File: config.mk
export PLATFORM = sky130hd
export DESIGN_NAME = dhi_monitor
export DESIGN_NICKNAME = d
export VERILOG_FILES = /design/src/design/thc_pkg.sv /design/src/design/thc_monitor.sv /design/src/design/thc_sync.sv
export VERILOG_INCLUDE_DIRS = /design/src /design/src/design
export SDC_FILE = /design/constraint.sdc
export NUM_CORES = 1
export LEC_CHECK = 0
export BUFFER_PORTS_ARGS = -buffer_cell sky130_fd_sc_hd__buf_2
export CAP_MARGIN = 20
export CORE_MARGIN = 2
export CORE_UTILIZATION = 55
export DETAILED_ROUTE_END_ITERATION = 10
export PLACE_DENSITY = 0.72
export SETUP_SLACK_MARGIN = 0.2
export SLEW_MARGIN = 10
export SYNTH_ARGS = -nofsm -noshare
export SYNTH_HDL_FRONTEND = slang
export SYNTH_SLANG_ARGS = --single-unit
File: constraint.sdc
create_clock -name CLOCK_I -period 4.07 [get_ports CLOCK_I]
set_clock_uncertainty 0.2 [all_clocks]
set_input_delay 0.2035 -clock CLOCK_I [delete_from_list [all_inputs] [get_ports CLOCK_I]]
set_output_delay 0.2035 -clock CLOCK_I [all_outputs]
set_load 0.02 [all_outputs]
File: src/design/thc_consts.svh
`ifndef DHI_CONSTS_SVH
`define DHI_CONSTS_SVH

// Simultaneity window, counted in ticks of one millisecond.
`define DHI_WINDOW_MS 500
// Clock cycles in one millisecond at 200 MHz.
`define DHI_TICK_CYC 200000
`define DHI_TICK_W 18
// One bit of headroom above the window count.
`define DHI_WIN_W 10

`endif

File: src/design/thc_pkg.sv
package dhi_pkg;
    typedef enum logic [1:0] {
        DHI_WAIT_REL,
        DHI_IDLE,
        DHI_ARMED,
        DHI_RUN
    } dhi_state_e;
endpackage

File: src/design/thc_monitor.sv
// Behaviour
// - Permit only if second hand actuates within 500 ms of the first.
// - Window expiry holds permit off until both hands are released.
// - Permit stays on only while both hands stay actuated.
// - Permit drops as soon as either hand is seen released.
// - After a drop, both hands must release and re-actuate before permit.
`timescale 1ns/1ps
`include "thc_consts.svh"
module dhi_monitor
    import dhi_pkg::*;
#(
    parameter int unsigned TICK_CYC = `DHI_TICK_CYC // Clock cycles per window tick.
)
(
    input wire logic CLOCK_I, // 200 MHz system clock.
    input wire logic RST_N_I, // Synchronous reset, active low.
    input wire logic HAND_A_I, // Hand control A, high when actuated.
    input wire logic HAND_B_I, // Hand control B, high when actuated.
    output logic RUN_PERMIT_O, // Run permit, high allows hazardous motion.
    output logic WAIT_RELEASE_O // High while both hands must be released.
);
    // ----------------------------------------------------------------
    // Input synchronisers
    // ----------------------------------------------------------------
    // Both pins come from switches outside the clock domain, so each
    // passes its own filtered synchroniser before the sequencer sees it.
    logic [1:0] pin_raw;
    logic [1:0] hand_lvl;
    logic hand_a;
    logic hand_b;

    assign pin_raw = {HAND_B_I, HAND_A_I};

    genvar gi;
    generate
        for (gi = 0; gi < 2; gi++)
        begin : g_sync
            dhi_sync u_dhi_sync
            (
                .clk_i(CLOCK_I),
                .rst_n_i(RST_N_I),
                .pin_i(pin_raw[gi]),
                .lvl_o(hand_lvl[gi])
            );
        end
    endgenerate

    assign hand_a = hand_lvl[0];
    assign hand_b = hand_lvl[1];

    // ----------------------------------------------------------------
    // Shared decoding
    // ----------------------------------------------------------------
    function automatic logic in_state(input dhi_state_e cur, input dhi_state_e want);
        return (cur == want);
    endfunction

    // ----------------------------------------------------------------
    // State and hand decoding
    // ----------------------------------------------------------------
    dhi_state_e state_q;
    dhi_state_e state_d;

    wire both_on = hand_a & hand_b;
    wire both_off = ~hand_a & ~hand_b;
    wire any_on = hand_a | hand_b;
    wire armed = in_state(state_q, DHI_ARMED);

    // ----------------------------------------------------------------
    // Window tick divider
    // ----------------------------------------------------------------
    // The divider restarts whenever the sequencer is not armed, so the
    // window is measured from the first hand, not from a free tick phase.
    localparam logic [`DHI_TICK_W-1:0] TICK_LAST = `DHI_TICK_W'(TICK_CYC - 1);

    logic [`DHI_TICK_W-1:0] tick_cnt_q;
    logic [`DHI_TICK_W-1:0] tick_cnt_d;

    wire tick = armed && (tick_cnt_q == TICK_LAST);

    assign tick_cnt_d = (!armed || tick) ? '0 : tick_cnt_q + `DHI_TICK_W'(1);

    always_ff @(posedge CLOCK_I)
    begin
        if (!RST_N_I)
            tick_cnt_q <= '0;
        else
            tick_cnt_q <= tick_cnt_d;
    end

    // ----------------------------------------------------------------
    // Simultaneity window counter
    // ----------------------------------------------------------------
    localparam logic [`DHI_WIN_W-1:0] WIN_MS = `DHI_WIN_W'(`DHI_WINDOW_MS);

    logic [`DHI_WIN_W-1:0] ms_q;
    logic [`DHI_WIN_W-1:0] ms_d;

    wire expired = (ms_q >= WIN_MS);

    assign ms_d = !armed ? '0 : (tick ? ms_q + `DHI_WIN_W'(1) : ms_q);

    always_ff @(posedge CLOCK_I)
    begin
        if (!RST_N_I)
            ms_q <= '0;
        else
            ms_q <= ms_d;
    end

    // ----------------------------------------------------------------
    // Dual hand initiation sequencer
    // ----------------------------------------------------------------
    always_comb
    begin
        state_d = state_q;
        case (state_q)
            DHI_WAIT_REL:
            begin
                if (both_off)
                    state_d = DHI_IDLE;
            end
            DHI_IDLE:
            begin
                if (both_on)
                    state_d = DHI_RUN;
                else if (any_on)
                    state_d = DHI_ARMED;
            end
            DHI_ARMED:
            begin
                // Expiry wins over a late second hand in the same cycle.
                if (both_off)
                    state_d = DHI_IDLE;
                else if (expired)
                    state_d = DHI_WAIT_REL;
                else if (both_on)
                    state_d = DHI_RUN;
            end
            DHI_RUN:
            begin
                if (!both_on)
                    state_d = DHI_WAIT_REL;
            end
            default:
                state_d = DHI_WAIT_REL;
        endcase
    end

    // Reset lands in the release wait, so a held hand cannot start a cycle.
    always_ff @(posedge CLOCK_I)
    begin
        if (!RST_N_I)
            state_q <= DHI_WAIT_REL;
        else
            state_q <= state_d;
    end

    // ----------------------------------------------------------------
    // Outputs
    // ----------------------------------------------------------------
    // The permit is decoded from state; it drops the cycle after a release is seen.
    assign RUN_PERMIT_O = in_state(state_q, DHI_RUN);
    assign WAIT_RELEASE_O = in_state(state_q, DHI_WAIT_REL);
endmodule // dhi_monitor

File: src/design/thc_sync.sv
`timescale 1ns/1ps
module dhi_sync
(
    input wire logic clk_i, // System clock.
    input wire logic rst_n_i, // Synchronous reset, active low.
    input wire logic pin_i, // Raw input from outside.
    output logic lvl_o // Filtered level.
);
    logic s1_q;
    logic s2_q;
    logic s3_q;
    logic lvl_q;
    wire agree = (s2_q == s3_q);

    // A change is taken only once the second and third stages agree.
    // Reset loads the actuated level, so the sequencer never sees a false
    // release while the stages still hold nothing sampled from the pin.
    always_ff @(posedge clk_i)
    begin
        if (!rst_n_i)
        begin
            s1_q <= 1'b1;
            s2_q <= 1'b1;
            s3_q <= 1'b1;
            lvl_q <= 1'b1;
        end
        else
        begin
            s1_q <= pin_i;
            s2_q <= s1_q;
            s3_q <= s2_q;
            if (agree)
                lvl_q <= s3_q;
        end
    end

    assign lvl_o = lvl_q;
endmodule // dhi_sync

==> impl_metrics.toml, run 1 <==
[power]
seq_power_share_pct = 62.6
pwr_density_cell_mw_per_mm2 = 319
internal-power_uw = 469
p_leak_uw = 0.000658
pwr-share-comb_pct = 3.9
total_power_uw = 609
netSwitchingPower_uw = 139
p_sw_share_pct = 22.9
clkPwrFrac_pct = 33.6
peakVddDrop_v = 0.000264

[timing]
setup_violations = 0
max_slew.worst_pin.slew_ns = 0.689
hold_violations = 0
rsz0062_at_grt = "false"
fin_crit_ns = 2.19
fin_setup_tns_ns = 0
final_max_slew_viol_count = 0
slew_headroom_pct = 52.9
fmax_mhz = 456
min_period_over_period_pct = 53.9

[die]
num_rows = 20
die_w_um = 60.6
ios = 6
start_util_pct = 57.7
core_area_mm2 = 0.00305
dieArea_mm2 = 0.00367
dieHeight_um = 60.6

[place]
hpwl_um = 2390
io_buffers = 5
place.gp.congestion = 0.809

[grt]
grt_overflow = 0
antenna_found_initial = 0
grt_pass1_wl_um = 5620
grtUsageTotal_pct = 20.5
first_global_vias = 1303
grt_max_degree = 19

[routing]
avgViaCountPerCell = 5.70
ant_nets = 0
drc = 0
drtIter0Drc = 83
avgRoutedWirePerCell_um = 13.3
firstDrtPassIters = 4
num_vias = 1443
wl_um = 3360

[finish]
nets = 217
final_common_cell = "dfxtp_1"
drive_above_1_share_pct = 8.61
num_antenna_cells = 0
final_cell_mix = "38 x dfxtp_1, 18 x nor2_1, 17 x a21oi_1"
areaGrowthSynthToFinish_pct = 8.23
n_fill_cell = 274

[setup_path]
required_ns = 4.15
worst_setup_path_end_kind = "flip-flop"
worstRegToRegCells = 4
crit_end = "ms_q[9]"
crit_start = "tick_cnt_q[3]"
critical_path_peak_fanout = 16
rrSetupSlack_ns = 1.88
arrival_ns = 2.27
startpoint_type = "flip-flop"
r2r_start = "tick_cnt_q[3]"
path_class = "flip-flop to flip-flop"
reg2reg_to = "ms_q[9]"

[yosys]
synth-seq-cells = 38
avgSynthCellArea_um2 = 8.81
async_flop_share_pct = 0
postSynthCellCount = 200
synth_xor_xnor_area_share_pct = 6.46
synth_simple_gate_area_share_pct = 29.6
synthMuxAreaShare_pct = 0
synth.distinct_cells = 33
yosys_warnings = 0
synth_compound_area_share_pct = 12.3
synth_edf_count = 0
synth_area_mm2 = 0.00176
ys_seq_area_share_pct = 43.2
synth_top_family_by_area = "simple AND/OR/NAND/NOR gates"
synth_nets = 209
synth_fa_ha_area_share_pct = 3.55
synth_ff_type = "dfxtp_1"

[clock_network]
clkSinkCount = 38
h-tree-depth = 2
cts-root-buf = "clkbuf_4"
clk_latency_ns = 0.35
numCtsBuffers = 5
clkTransAtPathRegs_ns = 0.11
cts_setup_buffers = 0
cts_buffer_depth = 2
tritoncts = "built"

[hold_path]
hold_class = "flip-flop to flip-flop"

[outcome]
status = "complete, no violations"

[run]
max_cap_violations = 0
==> routing by layer <==
layer / vias up / routed length, um / track usage [%]
li1: 734 / - / -
met1: 662 / 1530 / 26.3
met2: 36 / 1610 / 32.3
met3: 11 / 126 / 6.40
met4: 0 / 89 / 8.39
met5: - / 0 / 0
==> logic make-up (layout without fill, tap and decap cells) <==
family	count (synthesis)	in the layout
compound gates	38	38
xor+xnor	13	13
fa+ha+maj	5	5
buf+inv	19	28
flops	38	38
simple gates	87	87
==> worst max-delay path: stages (launching register included) <==
cell and delay (ns):
dfxtp_1 0.41, and4_1 0.35, nand3_1 0.41, or4_1 0.59, a21oi_1 0.17
==> power groups by stage <==
| stage | logic (uW) | registers, uW | clock network (uW) |
|---|---|---|---|
| finish | 23.5 | 381 | 204 |
| global route | 25.7 | 382 | 226 |
| CTS | 23.4 | 381 | 209 |
| detailed placement | 19.7 | 389 | 0 |
| global placement | 18.3 | 389 | 0 |
| floorplan | 13.5 | 388 | 0 |
==> Yosys cell counts, types with 2 or more instances <==
library cell | count | share of area (%)
and2_1 | 2 | 0.71
nand3_1 | 12 | 3.4
o21ai_0 | 10 | 2.8
buf_2 | 6 | 1.7
dfxtp_1 | 38 | 43
xnor2_1 | 2 | 0.99
nand2_1 | 6 | 1.3
nor2_1 | 18 | 3.8
or3_1 | 5 | 1.8
a21oi_1 | 17 | 4.8
nand2b_1 | 7 | 2.5
and4_1 | 5 | 2.5
clkbuf_1 | 2 | 0.43
and3_1 | 7 | 2.5
or4_1 | 8 | 3.4
inv_1 | 10 | 2.1
ha_1 | 5 | 3.5
xor2_1 | 11 | 5.5
o31ai_1 | 7 | 3.0
nand4_1 | 9 | 3.2
==> stage by stage <==
| step | hold WS [ns] | utilization [%] | area (um^2) | worst slack (ns) | cells |
|---|---|---|---|---|---|
| 2_1_floorplan | 0.0765 | - | 1760 | 2.29 | 200 |
| 3_3_place_gp | 0.188 | 58.8 | 1790 | 1.99 | 240 |
| 3_5_place_dp | 0.192 | 58.8 | 1790 | 1.90 | 240 |
| 4_1_cts | 0.230 | 62.5 | 1910 | 1.88 | 253 |
| 5_1_grt | 0.260 | 62.5 | 1910 | 1.73 | 253 |
| 6_report | 0.228 | 62.5 | 1910 | 1.88 | 253 |
==> repair_timing <==
item / in CTS / in global routing
endpoints found under the hold margin: 10 / 0
resized for setup: 0 / 0
hold buffers: 5 / 0
==> flip-flops by register name, summed over array words and instances, names as in the netlist <==
register,count
tick_cnt_q,18
g_sync.u_dhi_sync.lvl_o,2
g_sync.u_dhi_sync.s2_q,2
ms_q,10
g_sync.u_dhi_sync.s1_q,2
g_sync.u_dhi_sync.s3_q,2
state_q,2
==> how the worst min path moves through the flow <==
stage                                            to  slack, ns                      start  cells past startpoint
after floorplan           g_sync[0].u_dhi_sync.s2_q       0.08                    RST_N_I                      1
after global placement    g_sync[1].u_dhi_sync.s1_q       0.19                   HAND_B_I                      2
after detailed placement  g_sync[1].u_dhi_sync.s1_q       0.19                   HAND_B_I                      2
after CTS                 g_sync[0].u_dhi_sync.s2_q       0.23  g_sync[0].u_dhi_sync.s1_q                      1
after global routing      g_sync[1].u_dhi_sync.s2_q       0.26  g_sync[1].u_dhi_sync.s1_q                      1
final                     g_sync[0].u_dhi_sync.s2_q       0.23  g_sync[0].u_dhi_sync.s1_q                      1
==> area by class of cell <==
class	instances	area, um^2	share of cell area, %
clock buffer	6	51.3	2.69
sequential	38	761	39.9
multi-input combinational	143	916	48.0
clock inverter	2	12.5	0.656
inverter	10	37.5	1.97
tap	44	55.1	2.89
timing repair buffer	10	75.1	3.93
No activity file was read; power rests on OpenSTA's default activity.
==> run 2: changes to the inputs <==
- clock period: 4.07 -> 2.14 ns (I/O delays scaled with it)
==> run 2 against run 1 <==
  * Register-to-register slack got worse by 1.6 ns
  * Critical endpoint is now ms_q[8]
  * Largest cell class unchanged
  * Design area rose by 7.5%
  * Largest power group unchanged
  * First-iteration DRC count fell by 8.4%
  * Cell count rose by 3.6%
  * Highest routed layer unchanged
==> impl_metrics.toml, run 2 (synthesis gave the netlist of run 1 again) <==
[finish]
top_regs = "tick_cnt_q x18, ms_q x10"
largest_reg_flops = 18
drive_above_1_share_pct = 19.7
n_fill_cell = 258
areaGrowthSynthToFinish_pct = 16.4
final_cell_mix = "28 x dfxtp_1, 18 x nor2_1, 17 x a21oi_1"
top_register = "tick_cnt_q"
nets = 226
final_common_cell = "dfxtp_1"
fin_util_pct = 67.2
num_antenna_cells = 0

[grt]
grt_overflow = 0
grt_pass1_wl_um = 5880
first_global_vias = 1325
grt_max_degree = 19
antenna_found_initial = 0
grtUsageTotal_pct = 21.6

[timing]
hold_violations = 0
min_period_over_period_pct = 87.0
fmax_mhz = 537
fin_crit_ns = 1.86
rsz0062_at_grt = "false"
fin_setup_tns_ns = 0
setup_violations = 0
max_slew.worst_pin.slew_ns = 0.394
slew_headroom_pct = 73.7
hold_ws_ns = 0.240
final_max_slew_viol_count = 0

[place]
place.gp.congestion = 0.814
io_buffers = 5
hpwl_um = 2270

[clock_network]
tritoncts = "built"
clkTransAtPathRegs_ns = 0.12
h-tree-depth = 2
cts-root-buf = "clkbuf_4"
cts_buffer_depth = 2
clk_latency_ns = 0.36
numCtsBuffers = 5
clkSinkCount = 38

[outcome]
status = "complete, no violations"

[setup_path]
critical_path_peak_fanout = 16
startpoint_type = "flip-flop"
worst_setup_path_end_kind = "flip-flop"
arrival_ns = 1.96
required_ns = 2.24
path_class = "flip-flop to flip-flop"

[die]
dieArea_mm2 = 0.00367
core_area_mm2 = 0.00305
dieHeight_um = 60.6
start_util_pct = 57.7
ios = 6
die_w_um = 60.6
num_rows = 20

[routing]
drc = 0
drtIter0Drc = 76
avgViaCountPerCell = 5.74
ant_nets = 0
avgRoutedWirePerCell_um = 13.7
wl_um = 3600
firstDrtPassIters = 4
num_vias = 1504

[power]
p_leak_uw = 0.000723
pwr_density_cell_mw_per_mm2 = 678
peakVddDrop_v = 0.000417
total_power_uw = 1390

[run]
max_cap_violations = 0

[hold_path]
hold_class = "flip-flop to flip-flop"
[run 2: cell types whose count changed in the layout (fill, tap and decap cells not counted), sizes merged]
cell | previous run | this run
buf | 5 | 13
bufinv | 0 | 2
clkbuf | 6 | 5
clkinvlp | 1 | 0
nand2 | 7 | 8
[run 2: timing repair]
action                     4_1_cts  5_1_grt
setup endpoints to repair        3       20
pin swaps                        0        2
hold endpoints to repair        10        0
cloned                           0        1
buffers inserted                 0        4
hold buffers                     5        0
resized for setup                1       17
[run 2: final cells by class]
type / instances / area (um^2) / share of cell area (%)
Clock inverter: 3 / 68.8 / 3.35
Multi-Input combinational cell: 144 / 945 / 46.0
Clock buffer: 5 / 37.5 / 1.83
Sequential cell: 38 / 773 / 37.7
Tap cell: 44 / 55.1 / 2.68
Inverter: 10 / 37.5 / 1.83
Timing Repair Buffer: 18 / 135 / 6.59
[run 2: through the flow]
stage                     std cells  setup WS [ns]  area (um^2)
after floorplan                 200          0.357         1760
after global placement          244          0.288         1820
after detailed placement        244          0.202         1820
after CTS                       257          0.206         1980
after global routing            262          0.174         2050
final                           262          0.279         2050
[run 2: path summary, 6_finish.rpt]
kind                            slack, ns                      start  cells after the start                         to
worst max-delay path                 0.28              tick_cnt_q[3]                      5                    ms_q[8]
worst min-delay path                 0.24  g_sync[0].u_dhi_sync.s1_q                      1  g_sync[0].u_dhi_sync.s2_q
worst min register to register       0.24  g_sync[0].u_dhi_sync.s1_q                      1  g_sync[0].u_dhi_sync.s2_q
worst max register to register       0.28              tick_cnt_q[3]                      5                    ms_q[8]
[run 2: worst max-delay path, cell delays in order, from the launching register on]
cell and delay [ns]:
dfxtp_2 0.39, and4_2 0.28, nand3_1 0.09, buf_4 0.19
or4_1 0.51, a21oi_1 0.15
[run 2: where the power goes]
group | internal [uW] | switching (uW)
combinational | 21.3 | 25.1
clock | 365 | 255
sequential | 716 | 8.95
[run 2: metal layers]
| layer | track usage (%) | wire length, um | up-vias |
|---|---|---|---|
| li1 | - | - | 755 |
| met1 | 28.6 | 1650 | 700 |
| met2 | 33.9 | 1740 | 45 |
| met3 | 6.40 | 171 | 4 |
| met4 | 7.45 | 34 | 0 |
| met5 | 0 | 0 | - |
==> run 3: changes to the inputs <==
--- a/config.mk
+++ b/config.mk
@@ -10,7 +10,7 @@
 export CAP_MARGIN = 20
 export CORE_MARGIN = 2
-export CORE_UTILIZATION = 55
+export CORE_UTILIZATION = 54
 export DETAILED_ROUTE_END_ITERATION = 10
-export PLACE_DENSITY = 0.72
+export PLACE_DENSITY = 0.74
 export SETUP_SLACK_MARGIN = 0.2
 export SLEW_MARGIN = 10
==> constraint.sdc (replaced) <==
create_clock -name CLOCK_I -period 1.7 [get_ports CLOCK_I]
set_clock_uncertainty 0.2 [all_clocks]
set_input_delay 0 -clock CLOCK_I [delete_from_list [all_inputs] [get_ports CLOCK_I]]
set_output_delay 0 -clock CLOCK_I [all_outputs]
set_load 0.01 [all_outputs]
==> run 3 against run 2 <==
  * The run now ends with setup timing left
  * Largest cell class unchanged
  * Critical path depth is 2 higher
  * Global-route usage rose by 11 points
  * Clock power rose by 29%
  * Critical path type unchanged
  * Sequential power increased by 25%
==> impl_metrics.toml, run 3 (synthesis gave the netlist of run 1 again) <==
[setup_path]
crit_slowest_cell = "dfxtp_2"
startpoint_type = "flip-flop"
worst_setup_path_end_kind = "flip-flop"
arrival_ns = 1.90
required_ns = 1.75
cpPeakStageDelay_ns = 0.36
path_class = "flip-flop to flip-flop"
crit_chain = "nor4_4 > buf_4 > and2_4 > a21o_4 > buf_12 > buf_16 > a21oi_2"
critical_path_peak_fanout = 5
crit_start = "tick_cnt_q[12]"
r2r_start = "tick_cnt_q[12]"

[die]
core_area_mm2 = 0.00308
die_w_um = 61.1
start_util_pct = 57.3
ios = 6
dieArea_mm2 = 0.00374
dieHeight_um = 61.1
num_rows = 20

[routing]
ant_nets = 0
wl_um = 6730
avgRoutedWirePerCell_um = 22.0
avgViaCountPerCell = 6.62
drc = 0
drtIter0Drc = 252
firstDrtPassIters = 6
num_vias = 2018

[finish]
num_antenna_cells = 0
largest_reg_flops = 18
top_register = "tick_cnt_q"
areaGrowthSynthToFinish_pct = 55.0
top_regs = "tick_cnt_q x18, ms_q x10"
nets = 269
final_cell_mix = "42 x buf_4, 18 x dfxtp_1, 18 x dfxtp_2"
final_common_cell = "buf_4"
n_fill_cell = 129
drive_above_1_share_pct = 51.0

[hold_path]
hold_start = "RST_N_I"
hold_class = "primary input to flip-flop"

[clock_network]
cts-root-buf = "clkbuf_4"
tritoncts = "built"
clkTransAtPathRegs_ns = 0.14
clk_latency_ns = 0.36
cts_buffer_depth = 2
h-tree-depth = 2
clkSinkCount = 38
numCtsBuffers = 5

[timing]
rsz0062_at_grt = "true"
slew_headroom_pct = 76.2
fin_crit_ns = 1.85
hold_ws_ns = 0.00704
setup_violations = 27
fmax_mhz = 542
min_period_over_period_pct = 109
setup_ws_ns = -0.145
hold_violations = 0
final_max_slew_viol_count = 0
fin_setup_tns_ns = -2.30
max_slew.worst_pin.slew_ns = 0.357

[place]
io_buffers = 5
place.gp.congestion = 0.813
post-place-ws_ns = -0.116
hpwl_um = 2630

[grt]
antenna_found_initial = 0
grt_overflow = 0
grt_pass1_wl_um = 8870
first_global_vias = 1888
grtUsageTotal_pct = 32.8
grt_max_degree = 14

[power]
pwr_density_cell_mw_per_mm2 = 671
p_leak_uw = 0.00100
peakVddDrop_v = 0.000570

[run]
max_cap_violations = 0

[outcome]
violations = "setup timing"
status = "finished, violations left"
run 3: cell count changes in the layout (fill, tap and decap cells not counted), sizes merged:
cell / before / now
nand2: 8 / 7
dlygate4sd3: 5 / 4
dlymetal6s4s: 0 / 1
clkbuf: 5 / 6
buf: 13 / 55
nand3: 12 / 13
run 3: area by class of cell:
cell class / count / area (um^2) / area share, %
multi-input cells: 144 / 1180 / 43.0
flip-flops and latches: 38 / 791 / 28.9
repair buffers: 61 / 567 / 20.7
clock inverters: 3 / 68.8 / 2.52
well taps: 44 / 55.1 / 2.01
clock buffers: 5 / 37.5 / 1.37
inverters: 10 / 37.5 / 1.37
run 3: final timing paths:
kind | endpoint | slack [ns] | cells after the start
worst max register to register | tick_cnt_q[16] | -0.15 | 7
worst min-delay path | g_sync[1].u_dhi_sync.s2_q | 0.007 | 3
worst max-delay path | tick_cnt_q[16] | -0.15 | 7
worst min register to register | g_sync[1].u_dhi_sync.s2_q | 0.24 | 1
run 3: where the power goes:
group	internal, uW	switching [uW]	total [uW]	leakage (uW)
logic	64.7	59.7	124	0.000630
clock network	460	340	799	0.0000554
registers	899	10.4	909	0.000318
total	1420	410	1830	0.00100
run 3: what timing repair did:
action	CTS	global route
hold buffers	5	0
setup buffers	11	4
gates resized for setup	44	30
cloned	3	1
pin swaps	9	20
endpoints found under the setup margin	30	30
hold endpoints to repair	10	0
run 3: worst max-delay path, delay by kind of cell, from the launching register on:
kind                   cells  cell delay [ns]
and+or+nand+nor            2             0.51
AOI/OAI and AO/OA          2             0.24
buffers and inverters      3             0.44
DFF                        1             0.36
run 3: routing by layer:
layer  share of wire (%)  up-vias  routed length (um)  track usage [%]
met5                   0        -                   0                0
met4                 5.1        0                 345             18.0
met3                 6.8       49                 457             7.56
met2                  50      124                3380             57.9
met1                  38     1002                2540             36.3
li1                    -      843                   -                -
run 3: through the flow:
| stage | utilization [%] | instance area, um^2 | cells | power, uW |
|---|---|---|---|---|
| after global placement | 68.1 | 2100 | 273 | 986 |
| after floorplan | - | 1840 | 200 | 962 |
| after CTS | 82.9 | 2550 | 300 | 1790 |
| final | 88.8 | 2730 | 305 | 1830 |
| after global routing | 88.8 | 2730 | 305 | 1870 |
| after detailed placement | 68.1 | 2100 | 273 | 990 |
